## src/psm_pkg.sv

```systemverilog
/*
  constants and types shared by the pin state mode controller:
  register offsets, field positions, reset values, timing counts.
  assumes a 100 MHz system clock.
*/
`default_nettype none
package psm_pkg;
  localparam int ADDR_W = 32;
  localparam int DATA_W = 32;
  localparam int BUS_W = 16;

  // register byte addresses
  localparam logic [ADDR_W-1:0] OFS_CTRL = 32'h0000_0000;
  localparam logic [ADDR_W-1:0] OFS_STATUS = 32'h0000_0004;

  // control register fields
  localparam int CTRL_BUS_EN = 0;
  localparam int CTRL_SEP_BUS = 1;
  localparam int CTRL_DBG_SEL = 2;
  localparam int CTRL_MODE_LO = 4;
  localparam int CTRL_MODE_HI = 5;

  // status register fields
  localparam int STAT_STATE_LO = 0;
  localparam int STAT_STATE_HI = 2;
  localparam int STAT_HOLD = 4;
  localparam int STAT_WINDOW = 5;
  localparam int STAT_DMA = 6;
  localparam int STAT_EXT_RST = 7;

  localparam logic CTRL_BUS_EN_RST = 1'b0;
  localparam logic CTRL_SEP_BUS_RST = 1'b0;
  localparam logic CTRL_DBG_SEL_RST = 1'b0;

  localparam logic [1:0] RESP_OKAY = 2'h0;
  localparam logic [1:0] RESP_SLVERR = 2'h2;

  // power-on pin state window
  localparam int CLK_PERIOD_NS = 10;
  localparam int POWER_WINDOW_MS = 1;
  localparam int POWER_WINDOW_CYCLES =
    (POWER_WINDOW_MS * 1000000 + CLK_PERIOD_NS - 1) / CLK_PERIOD_NS;

  typedef enum logic [1:0] {
    PM_NORMAL,
    PM_HALT,
    PM_IDLE,
    PM_STOP
  } psm_power_type;

  typedef enum logic [2:0] {
    BS_IDLE,
    BS_T1,
    BS_T2,
    BS_T3,
    BS_TI,
    BS_HOLD
  } psm_bus_state_type;
endpackage
`default_nettype wire

```

## src/psm_sync.sv

```systemverilog
/*
  two flip-flop synchroniser for a group of asynchronous pin inputs.
  assumes the inputs are levels that stay stable for several clocks.
*/
`timescale 1ns/1ps
`default_nettype none
module psm_sync #(
  parameter int WIDTH = 1,
  parameter logic [WIDTH-1:0] RESET_VAL = '0
) (
  input wire logic clk,
  input wire logic reset,
  input wire logic [WIDTH-1:0] asyncIn,
  output logic [WIDTH-1:0] syncOut
);
  logic [WIDTH-1:0] stage1_r;
  logic [WIDTH-1:0] stage2_r;
  logic [WIDTH-1:0] stage1_nxt;
  logic [WIDTH-1:0] stage2_nxt;

  always_comb begin
    stage1_nxt = reset ? RESET_VAL : asyncIn;
    stage2_nxt = reset ? RESET_VAL : stage1_r;
  end

  always_ff @(posedge clk) begin
    stage1_r <= stage1_nxt;
    stage2_r <= stage2_nxt;
  end

  assign syncOut = stage2_r;
endmodule
`default_nettype wire

```

## src/psm_axil_slave.sv

```systemverilog
/*
  axi4-lite slave front end: takes write address and data in either
  order, then pulses a register write; reads return the data and error
  flag offered by the register decode of the parent one cycle later.
  assumes one outstanding write and one outstanding read.
*/
`timescale 1ns/1ps
`default_nettype none
module psm_axil_slave
  import psm_pkg::*;
(
  input wire logic clk,
  input wire logic reset,
  input wire logic [psm_pkg::ADDR_W-1:0] awaddr,
  input wire logic awvalid,
  output logic awready,
  input wire logic [psm_pkg::DATA_W-1:0] wdata,
  input wire logic [3:0] wstrb,
  input wire logic wvalid,
  output logic wready,
  output logic [1:0] bresp,
  output logic bvalid,
  input wire logic bready,
  input wire logic [psm_pkg::ADDR_W-1:0] araddr,
  input wire logic arvalid,
  output logic arready,
  output logic [psm_pkg::DATA_W-1:0] rdata,
  output logic [1:0] rresp,
  output logic rvalid,
  input wire logic rready,
  output logic regWrite,
  output logic [psm_pkg::ADDR_W-1:0] regWaddr,
  output logic [psm_pkg::DATA_W-1:0] regWdata,
  output logic [3:0] regWstrb,
  input wire logic regWerr,
  output logic [psm_pkg::ADDR_W-1:0] regRaddr,
  input wire logic [psm_pkg::DATA_W-1:0] regRdata,
  input wire logic regRerr
);
  logic awHave_r, awHave_nxt, wHave_r, wHave_nxt;
  logic bvalid_r, bvalid_nxt, rvalid_r, rvalid_nxt;
  logic [1:0] bresp_r, bresp_nxt, rresp_r, rresp_nxt;
  logic [ADDR_W-1:0] waddr_r, waddr_nxt;
  logic [DATA_W-1:0] wdata_r, wdata_nxt, rdata_r, rdata_nxt;
  logic [3:0] wstrb_r, wstrb_nxt;
  logic doWrite;

  assign awready = !awHave_r && !bvalid_r;
  assign wready = !wHave_r && !bvalid_r;
  assign arready = !rvalid_r;
  assign doWrite = awHave_r && wHave_r;
  assign regWrite = doWrite;
  assign regWaddr = waddr_r;
  assign regWdata = wdata_r;
  assign regWstrb = wstrb_r;
  assign regRaddr = araddr;

  always_comb begin
    awHave_nxt = awHave_r;
    wHave_nxt = wHave_r;
    waddr_nxt = waddr_r;
    wdata_nxt = wdata_r;
    wstrb_nxt = wstrb_r;
    bvalid_nxt = bvalid_r;
    bresp_nxt = bresp_r;
    rvalid_nxt = rvalid_r;
    rresp_nxt = rresp_r;
    rdata_nxt = rdata_r;
    if (awvalid && awready) begin
      awHave_nxt = 1'b1;
      waddr_nxt = awaddr;
    end
    if (wvalid && wready) begin
      wHave_nxt = 1'b1;
      wdata_nxt = wdata;
      wstrb_nxt = wstrb;
    end
    if (doWrite) begin
      awHave_nxt = 1'b0;
      wHave_nxt = 1'b0;
      bvalid_nxt = 1'b1;
      bresp_nxt = regWerr ? RESP_SLVERR : RESP_OKAY;
    end else if (bvalid_r && bready) begin
      bvalid_nxt = 1'b0;
    end
    if (arvalid && arready) begin
      rvalid_nxt = 1'b1;
      rdata_nxt = regRdata;
      rresp_nxt = regRerr ? RESP_SLVERR : RESP_OKAY;
    end else if (rvalid_r && rready) begin
      rvalid_nxt = 1'b0;
    end
    if (reset) begin
      awHave_nxt = 1'b0;
      wHave_nxt = 1'b0;
      bvalid_nxt = 1'b0;
      rvalid_nxt = 1'b0;
    end
  end

  always_ff @(posedge clk) begin
    awHave_r <= awHave_nxt;
    wHave_r <= wHave_nxt;
    waddr_r <= waddr_nxt;
    wdata_r <= wdata_nxt;
    wstrb_r <= wstrb_nxt;
    bvalid_r <= bvalid_nxt;
    bresp_r <= bresp_nxt;
    rvalid_r <= rvalid_nxt;
    rresp_r <= rresp_nxt;
    rdata_r <= rdata_nxt;
  end

  assign bvalid = bvalid_r;
  assign bresp = bresp_r;
  assign rvalid = rvalid_r;
  assign rresp = rresp_r;
  assign rdata = rdata_r;
endmodule
`default_nettype wire

```

## src/psm_pin_state_ctrl.sv

```systemverilog
/*
  pin state controller: external bus sequencer and pin state override
  for power-on, reset, halt, idle, stop, bus idle and bus hold.
  assumes pin inputs are asynchronous and core-side inputs share clk;
  tri-state and pull resolution is done by the pad ring.
*/
// Chosen here: the AXI4-Lite interface to the registers and the address map.
`timescale 1ns/1ps
`default_nettype none
module psm_pin_state_ctrl
  import psm_pkg::*;
#(
  parameter int PORT_N = 8,
  parameter int WINDOW_CYCLES = psm_pkg::POWER_WINDOW_CYCLES
) (
  input wire logic clk,
  input wire logic reset,
  input wire logic [psm_pkg::ADDR_W-1:0] awaddr,
  input wire logic awvalid,
  output logic awready,
  input wire logic [psm_pkg::DATA_W-1:0] wdata,
  input wire logic [3:0] wstrb,
  input wire logic wvalid,
  output logic wready,
  output logic [1:0] bresp,
  output logic bvalid,
  input wire logic bready,
  input wire logic [psm_pkg::ADDR_W-1:0] araddr,
  input wire logic arvalid,
  output logic arready,
  output logic [psm_pkg::DATA_W-1:0] rdata,
  output logic [1:0] rresp,
  output logic rvalid,
  input wire logic rready,
  input wire logic busReq,
  input wire logic busWrite,
  input wire logic [1:0] busByteEn,
  input wire logic [psm_pkg::BUS_W-1:0] busAddr,
  input wire logic [psm_pkg::BUS_W-1:0] busWdata,
  output logic [psm_pkg::BUS_W-1:0] busRdata,
  output logic busDone,
  input wire logic dmaActive,
  input wire logic internalReset,
  input wire logic debugDataIn,
  input wire logic debugDataEn,
  input wire logic [PORT_N-1:0] portOutIn,
  input wire logic [PORT_N-1:0] portOeIn,
  input wire logic [PORT_N-1:0] altActive,
  input wire logic [PORT_N-1:0] altOutIn,
  input wire logic [PORT_N-1:0] altOeIn,
  input wire logic externalResetPinN,
  input wire logic supplyInRange,
  input wire logic holdRequestN,
  input wire logic waitPinN,
  input wire logic [psm_pkg::BUS_W-1:0] muxedAddressDataIn,
  output logic [psm_pkg::BUS_W-1:0] muxedAddressDataOut,
  output logic muxedAddressDataOe,
  output logic [psm_pkg::BUS_W-1:0] addressOut,
  output logic addressOe,
  output logic addressStrobeOut,
  output logic writeStrobeLowByteN,
  output logic writeStrobeHighByteN,
  output logic readStrobeN,
  output logic strobeOe,
  output logic holdAcknowledgeN,
  output logic holdAcknowledgeOe,
  output logic systemClockOutput,
  output logic systemClockOutputOe,
  output logic debugResetInputPulldown,
  output logic debugDataOut,
  output logic debugDataOutOe,
  output logic [PORT_N-1:0] portPinOut,
  output logic [PORT_N-1:0] portPinOe
);
  localparam int CNT_W = $clog2(WINDOW_CYCLES + 1);
  localparam logic [CNT_W-1:0] WINDOW_LAST = CNT_W'(WINDOW_CYCLES - 1);

  function automatic logic isDeepStandby(input psm_power_type m);
    return (m == PM_IDLE) || (m == PM_STOP);
  endfunction

  function automatic logic isRegAddr(input logic [ADDR_W-1:0] a);
    return (a == OFS_CTRL) || (a == OFS_STATUS);
  endfunction

  // pin inputs: extResetN, supply, holdN, waitN, then bus data
  logic extResetN, supplyOk, holdReqN, waitN;
  logic [BUS_W-1:0] adInSync;
  psm_sync #(.WIDTH(4), .RESET_VAL(4'hF)) uSyncCtl (
    .clk(clk),
    .reset(reset),
    .asyncIn({externalResetPinN, supplyInRange, holdRequestN, waitPinN}),
    .syncOut({extResetN, supplyOk, holdReqN, waitN})
  );
  psm_sync #(.WIDTH(BUS_W), .RESET_VAL(16'h0000)) uSyncAd (
    .clk(clk),
    .reset(reset),
    .asyncIn(muxedAddressDataIn),
    .syncOut(adInSync)
  );

  // register bus
  logic regWrite, regWerr, regRerr;
  logic [ADDR_W-1:0] regWaddr, regRaddr;
  logic [DATA_W-1:0] regWdata, regRdata;
  logic [3:0] regWstrb;
  psm_axil_slave uSlave (
    .clk(clk), .reset(reset),
    .awaddr(awaddr), .awvalid(awvalid), .awready(awready),
    .wdata(wdata), .wstrb(wstrb), .wvalid(wvalid), .wready(wready),
    .bresp(bresp), .bvalid(bvalid), .bready(bready),
    .araddr(araddr), .arvalid(arvalid), .arready(arready),
    .rdata(rdata), .rresp(rresp), .rvalid(rvalid), .rready(rready),
    .regWrite(regWrite), .regWaddr(regWaddr), .regWdata(regWdata),
    .regWstrb(regWstrb), .regWerr(regWerr), .regRaddr(regRaddr),
    .regRdata(regRdata), .regRerr(regRerr)
  );

  logic busEn_r, busEn_nxt, sepBus_r, sepBus_nxt;
  logic debugModeSel_r, debugModeSel_nxt;
  psm_power_type mode_r, mode_nxt;
  logic [CNT_W-1:0] winCnt_r, winCnt_nxt;
  logic window_r, window_nxt;
  psm_bus_state_type state_r, state_nxt;

  assign regWerr = !isRegAddr(regWaddr);
  assign regRerr = !isRegAddr(regRaddr);

  always_comb begin
    regRdata = '0;
    if (regRaddr == OFS_CTRL) begin
      regRdata[CTRL_BUS_EN] = busEn_r;
      regRdata[CTRL_SEP_BUS] = sepBus_r;
      regRdata[CTRL_DBG_SEL] = debugModeSel_r;
      regRdata[CTRL_MODE_HI:CTRL_MODE_LO] = mode_r;
    end else if (regRaddr == OFS_STATUS) begin
      regRdata[STAT_STATE_HI:STAT_STATE_LO] = state_r;
      regRdata[STAT_HOLD] = (state_r == BS_HOLD);
      regRdata[STAT_WINDOW] = window_r;
      regRdata[STAT_DMA] = dmaActive;
      regRdata[STAT_EXT_RST] = !extResetN;
    end
  end

  // control register; the debug select survives internal resets
  always_comb begin
    busEn_nxt = busEn_r;
    sepBus_nxt = sepBus_r;
    debugModeSel_nxt = debugModeSel_r;
    mode_nxt = mode_r;
    if (regWrite && regWaddr == OFS_CTRL && regWstrb[0]) begin
      busEn_nxt = regWdata[CTRL_BUS_EN];
      sepBus_nxt = regWdata[CTRL_SEP_BUS];
      debugModeSel_nxt = regWdata[CTRL_DBG_SEL];
      mode_nxt = psm_power_type'(regWdata[CTRL_MODE_HI:CTRL_MODE_LO]);
    end
    if (internalReset || !extResetN) begin
      busEn_nxt = CTRL_BUS_EN_RST;
      mode_nxt = PM_NORMAL;
    end
    if (reset || !extResetN) begin
      sepBus_nxt = CTRL_SEP_BUS_RST;
      debugModeSel_nxt = CTRL_DBG_SEL_RST;
    end
    if (reset) begin
      busEn_nxt = CTRL_BUS_EN_RST;
      mode_nxt = PM_NORMAL;
    end
  end

  // power-on window counts only while the supply is in range
  always_comb begin
    winCnt_nxt = winCnt_r;
    window_nxt = window_r;
    if (!supplyOk) begin
      winCnt_nxt = '0;
      window_nxt = 1'b1;
    end else if (window_r) begin
      winCnt_nxt = winCnt_r + CNT_W'(1);
      if (winCnt_r == WINDOW_LAST)
        window_nxt = 1'b0;
    end
    if (reset) begin
      winCnt_nxt = '0;
      window_nxt = 1'b1;
    end
  end

  logic inReset, busUsable, holdUsable, waitActive;
  assign inReset = reset || !extResetN || internalReset || window_r;
  assign busUsable = (mode_r == PM_NORMAL) ||
                     (mode_r == PM_HALT && dmaActive);
  assign holdUsable = busUsable && !holdReqN;
  assign waitActive = !waitN && !isDeepStandby(mode_r);

  // bus sequencer and registered pin drivers
  logic [BUS_W-1:0] adOut_r, adOut_nxt, addr_r, addr_nxt;
  logic [BUS_W-1:0] rdData_r, rdData_nxt;
  logic adOe_r, adOe_nxt, addrOe_r, addrOe_nxt, address_strobe_out_r, address_strobe_out_nxt;
  logic wrLoN_r, wrLoN_nxt, wrHiN_r, wrHiN_nxt, rdN_r, rdN_nxt;
  logic strobeOe_r, strobeOe_nxt, hldAckN_r, hldAckN_nxt;
  logic system_clock_output_r, system_clock_output_nxt, done_r, done_nxt, write_r, write_nxt;
  logic [1:0] be_r, be_nxt;

  always_comb begin
    state_nxt = state_r;
    adOut_nxt = adOut_r;
    adOe_nxt = adOe_r;
    addr_nxt = addr_r;
    addrOe_nxt = addrOe_r;
    address_strobe_out_nxt = address_strobe_out_r;
    wrLoN_nxt = wrLoN_r;
    wrHiN_nxt = wrHiN_r;
    rdN_nxt = rdN_r;
    strobeOe_nxt = busEn_r;
    hldAckN_nxt = 1'b1;
    rdData_nxt = rdData_r;
    done_nxt = 1'b0;
    write_nxt = write_r;
    be_nxt = be_r;
    system_clock_output_nxt = isDeepStandby(mode_r) ? 1'b0 : !system_clock_output_r;
    case (state_r)
      BS_IDLE: begin
        // two-stage pin sync: read data settles one cycle after TI
        if (done_r && !write_r)
          rdData_nxt = adInSync;
        address_strobe_out_nxt = 1'b0;
        wrLoN_nxt = 1'b1;
        wrHiN_nxt = 1'b1;
        rdN_nxt = 1'b1;
        if (holdUsable) begin
          state_nxt = BS_HOLD;
        end else if (busReq && busUsable && busEn_r && !done_r) begin
          state_nxt = BS_T1;
          write_nxt = busWrite;
          be_nxt = busByteEn;
          addr_nxt = busAddr;
          addrOe_nxt = 1'b1;
          adOut_nxt = sepBus_r ? busWdata : busAddr;
          adOe_nxt = !sepBus_r || busWrite;
          address_strobe_out_nxt = 1'b1;
        end else if (mode_r != PM_NORMAL) begin
          // muxed mode in halt keeps the last drive: undefined level
          if (sepBus_r || isDeepStandby(mode_r))
            adOe_nxt = 1'b0;
        end
      end
      BS_T1: begin
        state_nxt = BS_T2;
        address_strobe_out_nxt = 1'b0;
        if (write_r) begin
          adOut_nxt = busWdata;
          adOe_nxt = 1'b1;
          wrLoN_nxt = !be_r[0];
          wrHiN_nxt = !be_r[1];
        end else begin
          adOe_nxt = 1'b0;
          rdN_nxt = 1'b0;
        end
      end
      BS_T2: begin
        if (!waitActive)
          state_nxt = sepBus_r ? BS_TI : BS_T3;
      end
      BS_T3: begin
        state_nxt = BS_TI;
      end
      BS_TI: begin
        // strobes release here; address and data levels are left as they were
        state_nxt = BS_IDLE;
        wrLoN_nxt = 1'b1;
        wrHiN_nxt = 1'b1;
        rdN_nxt = 1'b1;
        done_nxt = 1'b1;
      end
      BS_HOLD: begin
        adOe_nxt = 1'b0;
        addrOe_nxt = 1'b0;
        strobeOe_nxt = 1'b0;
        hldAckN_nxt = 1'b0;
        if (holdReqN || !busUsable)
          state_nxt = BS_IDLE;
      end
      default: state_nxt = BS_IDLE;
    endcase
    if (isDeepStandby(mode_r) && state_r != BS_HOLD) begin
      wrLoN_nxt = 1'b1;
      wrHiN_nxt = 1'b1;
      rdN_nxt = 1'b1;
      address_strobe_out_nxt = 1'b0;
    end
    if (inReset || !busEn_r) begin
      state_nxt = BS_IDLE;
      adOe_nxt = 1'b0;
      addrOe_nxt = 1'b0;
      strobeOe_nxt = 1'b0;
      address_strobe_out_nxt = 1'b0;
      wrLoN_nxt = 1'b1;
      wrHiN_nxt = 1'b1;
      rdN_nxt = 1'b1;
      system_clock_output_nxt = 1'b0;
      done_nxt = 1'b0;
    end
    if (reset) begin
      adOut_nxt = '0;
      addr_nxt = '0;
      rdData_nxt = '0;
      write_nxt = 1'b0;
      be_nxt = '0;
    end
  end

  // port pins: standby holds, but a running alternate function goes on
  logic [PORT_N-1:0] portOut_r, portOut_nxt, portOe_r, portOe_nxt;
  genvar gi;
  generate
    for (gi = 0; gi < PORT_N; gi++) begin : gPort
      always_comb begin
        portOut_nxt[gi] = portOut_r[gi];
        portOe_nxt[gi] = portOe_r[gi];
        if (inReset) begin
          portOe_nxt[gi] = 1'b0;
        end else if (altActive[gi]) begin
          portOut_nxt[gi] = altOutIn[gi];
          portOe_nxt[gi] = altOeIn[gi];
        end else if (mode_r == PM_NORMAL) begin
          portOut_nxt[gi] = portOutIn[gi];
          portOe_nxt[gi] = portOeIn[gi];
        end
        if (reset)
          portOut_nxt[gi] = 1'b0;
      end
    end
  endgenerate

  // debug pins
  logic dbgPd_r, dbgPd_nxt, dbgOut_r, dbgOut_nxt, dbgOe_r, dbgOe_nxt;
  always_comb begin
    dbgPd_nxt = 1'b0;
    if (reset || !extResetN || window_r)
      dbgPd_nxt = 1'b1;
    else if (internalReset)
      dbgPd_nxt = !debugModeSel_r;
    dbgOe_nxt = debugModeSel_r && (debugDataEn || inReset);
    dbgOut_nxt = debugDataIn;
    if (reset) begin
      dbgOe_nxt = 1'b0;
      dbgOut_nxt = 1'b0;
    end
  end

  always_ff @(posedge clk) begin
    busEn_r <= busEn_nxt;
    sepBus_r <= sepBus_nxt;
    debugModeSel_r <= debugModeSel_nxt;
    mode_r <= mode_nxt;
    winCnt_r <= winCnt_nxt;
    window_r <= window_nxt;
    state_r <= reset ? BS_IDLE : state_nxt;
    adOut_r <= adOut_nxt;
    adOe_r <= adOe_nxt;
    addr_r <= addr_nxt;
    addrOe_r <= addrOe_nxt;
    address_strobe_out_r <= address_strobe_out_nxt;
    wrLoN_r <= wrLoN_nxt;
    wrHiN_r <= wrHiN_nxt;
    rdN_r <= rdN_nxt;
    strobeOe_r <= strobeOe_nxt;
    hldAckN_r <= hldAckN_nxt;
    system_clock_output_r <= system_clock_output_nxt;
    rdData_r <= rdData_nxt;
    done_r <= done_nxt;
    write_r <= write_nxt;
    be_r <= be_nxt;
    portOut_r <= portOut_nxt;
    portOe_r <= portOe_nxt;
    dbgPd_r <= dbgPd_nxt;
    dbgOut_r <= dbgOut_nxt;
    dbgOe_r <= dbgOe_nxt;
  end

  assign muxedAddressDataOut = adOut_r;
  assign muxedAddressDataOe = adOe_r;
  assign addressOut = addr_r;
  assign addressOe = addrOe_r;
  assign addressStrobeOut = address_strobe_out_r;
  assign writeStrobeLowByteN = wrLoN_r;
  assign writeStrobeHighByteN = wrHiN_r;
  assign readStrobeN = rdN_r;
  assign strobeOe = strobeOe_r;
  assign holdAcknowledgeN = hldAckN_r;
  assign holdAcknowledgeOe = strobeOe_r || (state_r == BS_HOLD);
  assign systemClockOutput = system_clock_output_r;
  assign systemClockOutputOe = busEn_r && !inReset;
  assign busRdata = rdData_r;
  assign busDone = done_r;
  assign debugResetInputPulldown = dbgPd_r;
  assign debugDataOut = dbgOut_r;
  assign debugDataOutOe = dbgOe_r;
  assign portPinOut = portOut_r;
  assign portPinOe = portOe_r;
endmodule
`default_nettype wire

```

## config.mk

```make
export PLATFORM = sky130hd
export DESIGN_NAME = psm_pin_state_ctrl
export DESIGN_NICKNAME = d
export VERILOG_FILES = /design/src/psm_pkg.sv /design/src/psm_sync.sv /design/src/psm_axil_slave.sv /design/src/psm_pin_state_ctrl.sv
export SDC_FILE = /design/constraint.sdc
export NUM_CORES = 1
export LEC_CHECK = 0
export BUFFER_PORTS_ARGS = -buffer_cell sky130_fd_sc_hd__buf_2
export CAP_MARGIN = 20
export CORE_ASPECT_RATIO = 1.2
export CORE_UTILIZATION = 30
export CTS_CLUSTER_SIZE = 8
export DETAILED_ROUTE_END_ITERATION = 10
export SLEW_MARGIN = 15
export SYNTH_ARGS = -nofsm -noshare
export SYNTH_HDL_FRONTEND = slang
export SYNTH_SLANG_ARGS = --single-unit
export TNS_END_PERCENT = 30
```

## constraint.sdc

```tcl
create_clock -name clk -period 4.75 [get_ports clk]
set_input_delay 0.475 -clock clk [delete_from_list [all_inputs] [get_ports clk]]
set_output_delay 0.475 -clock clk [all_outputs]
set_load 0.01 [all_outputs]
```

==> results.yml <==
status:
  outcome: "complete, no violations"
synth:
  synth_edf_count: 47
  syn_area_um2: 7680
  ys_types: 61
  ys_ff_latch: 197
  synth_adder_area_share_pct: 0.163
  synth-xor-area-share_pct: 1.60
  syn_inst: 742
  async_flop_share_pct: 0
  yosys.area_share.simple_pct: 19.7
  ys_seq_area_share_pct: 57.5
  muxShareOfSynthArea_pct: 3.52
  synth_top_family_by_area: "simple AND/OR/NAND/NOR gates"
  yosysWarningCount: 0
  syn_avg_cell_area_um2: 10.3
  ys.flop_type: "dfxtp_1"
  synth_compound_area_share_pct: 11.5
clock_tree:
  clkTransAtPathRegs_ns: 0.08
  cts_hold_buffers: 0
  insertion_delay_ns: 0.43
  cts-root-buf: "clkbuf_16"
  cts_resized: 0
  cts_buffers: 17
  cts_tree: "yes"
  clock-sinks: 197
  clockBufferDepth: 2
  post_cts_buffers: 0
  htree_levels: 4
critical_path:
  worstSetupEndpointType: "output port"
  start_kind: "flip-flop"
  reg2reg_slack_ns: 2.49
  arrival_ns: 2.05
  cpPeakStageDelay_ns: 0.43
  cp.required_ns: 4.28
  path_cells: "or3b_4 > nor2_4 > nand2_2 > inv_1 > buf_2"
  cp-startpoint: "uSyncCtl.syncOut[3]$_SDFF_PP1_"
  cp_max_fo: 17
  r2r_end: "muxedAddressDataOut[5]$_SDFFE_PP0P_"
  endpoint: "systemClockOutputOe"
  ff2ff_path_depth: 5
  criticalPathCategory: "flip-flop to output port"
  critPathSlowestCell: "or3b_4"
  r2r-start: "mode_r[1]$_SDFFE_PP0P_"
sta:
  rsz0062_at_grt: "false"
  finClkSkew_ns: 0.0150
  period_needed_ns: 2.52
  max_slew_margin_pct: 31.8
  slew_violations: 0
  finalCritPeriodShare_pct: 53.1
  holdWs_ns: 0.216
  setup_viol: 0
  hold_violations: 0
  tns_ns: 0
  fmax_ghz: 0.396
  worstMarginPinSlew_ns: 1.02
routing:
  vias_per_cell: 4.51
  first_iter_violations: 205
  vias: 6026
  avgRoutedWirePerCell_um: 14.5
  drc: 0
  drt.antenna.violating_nets: 0
  dr.pass1.iters: 4
  wirelength_um: 19300
cells_and_area:
  fin_util_pct: 39.2
  final_common_cell: "buf_2"
  final_cell_mix: "buf_2, dfxtp_1, nand2_1, a21oi_1, nor2_1"
  synthToLayoutAreaGrowth_pct: 27.0
  fin_area_um2: 9760
  drive_above_1_share_pct: 34.3
  layout.nets: 1205
power:
  power_density_nw_per_um2: 346
  finalPower_uw: 3380
  leakage_uw: 0.00412
  ir_worst_vdd_mv: 0.236
place:
  gp_congestion: 0.855
  placed_area_um2: 9170
  io_buffers: 269
  place_hpwl_um: 14400
floorplan:
  core.rowCount: 63
  fp.coreArea_um2: 24900
  die_h_um: 177
  die-width_um: 148
  pin_count: 327
  die_area_um2: 26200
  initial_core_util_pct: 30.8
global_route:
  antenna_found_initial: 3
  grt_max_degree: 81
  grt-ovfl-total: 0
  grt_pass1_wl_um: 30500
  grt_pass1_vias: 5861
  grt_use_total_pct: 15.0
min_path:
  hold_path_class: "primary input to flip-flop"
  whs_path_depth: 1
job:
  max-cap-violations: 0
[layout make-up]
class                      count  area, um^2
clock buffer                  17         425
antenna                        2        5.00
fill                        2531       15200
clock inverter                15         151
multi-input combinational    490        2910
timing repair buffer         273        1380
tap                          325         407
sequential                   197        4410
inverter                      18        67.6
[flip-flops by register name, summed over array words and instances, names as in the netlist, 2 cells and up]
register and count:
winCnt_r 17, muxedAddressDataOut 16, be_r 2, uSyncCtl.stage1_r 4, portPinOut 8, portPinOe 8, uSyncAd.stage1_r 16, addressOut 16
busRdata 16, mode_r 2, state_r 3, uSlave.regWdata 5, uSyncCtl.syncOut 4, uSyncAd.syncOut 16, uSlave.rdata 7, uSlave.regWaddr 32
[how the worst min path moves through the flow]
stage	start	endpoint	slack, ns
6_report	awaddr[27]	uSlave.regWaddr[27]$_DFFE_PP_	0.22
5_1_grt	awaddr[6]	uSlave.regWaddr[6]$_DFFE_PP_	0.19
4_1_cts	awaddr[27]	uSlave.regWaddr[27]$_DFFE_PP_	0.19
3_5_place_dp	uSyncCtl.stage1_r[2]$_SDFF_PP1_	uSyncCtl.syncOut[2]$_SDFF_PP1_	0.40
3_3_place_gp	uSyncCtl.stage1_r[2]$_SDFF_PP1_	uSyncCtl.syncOut[2]$_SDFF_PP1_	0.40
2_1_floorplan	uSyncCtl.stage1_r[0]$_SDFF_PP1_	uSyncCtl.syncOut[0]$_SDFF_PP1_	0.39
[worst max-delay path, delay by kind of cell (launching register included)]
kind	cells	cell delay, ns
buffers and inverters	2	0.29
and+or+nand+nor	3	0.98
DFF	1	0.36
[routing by layer]
| metal | vias up | wire, um | GRT usage [%] | part of all wire (%) |
|---|---|---|---|---|
| li1 | 3028 | - | - | - |
| met1 | 2810 | 8360 | 18.1 | 43 |
| met2 | 169 | 9620 | 26.1 | 50 |
| met3 | 19 | 1020 | 3.09 | 5.3 |
| met4 | 0 | 328 | 5.76 | 1.7 |
| met5 | - | 0 | 0 | 0 |
[where the power goes]
part           switching (uW)  total [uW]  internal, uW
logic                     101         189          87.8
registers                16.8        1780          1770
clock network             701        1410           705
[through the flow]
stage                     setup WS [ns]  std cells
final                              2.23       1337
after global routing               2.06       1336
after CTS                          2.18       1335
after detailed placement           2.24       1303
after global placement             2.27       1303
after floorplan                    2.95        768
[cell usage after synthesis (3+ instances only)]
library cell	n	area, um^2
inv_1	18	67.6
nor3_1	8	40.0
clkbuf_1	15	56.3
nand3_1	12	60.1
dfxtp_1	150	3000
buf_4	29	218
and3_1	4	25.0
xor2_1	10	87.6
o21ai_0	12	60.1
a211oi_2	10	125
or2_2	12	75.1
nor4_1	15	93.8
xnor2_1	4	35.0
a211oi_1	8	60.1
edfxtp_1	47	1410
a21oi_1	74	370
and2_1	3	18.8
mux2i_1	27	270
nand2_1	101	379
o31ai_1	8	60.1
nand2b_1	10	62.6
o21a_1	6	45.0
nand3b_1	3	22.5
a221oi_1	8	70.1
nor2_1	51	191
nand4_1	6	37.5
buf_1	3	11.3
nor2b_1	35	219
buf_2	13	65.1
[logic make-up (layout without fill, tap and decap cells)]
group           Yosys count  in the layout
other cells               1             29
mux                      27             27
simple gates            286            286
compound gates          135            135
flops                   197            197
fa+ha+maj                 1              1
xor+xnor                 14             14
buf+inv                  81            323
No activity file was read; power rests on OpenSTA's default activity.
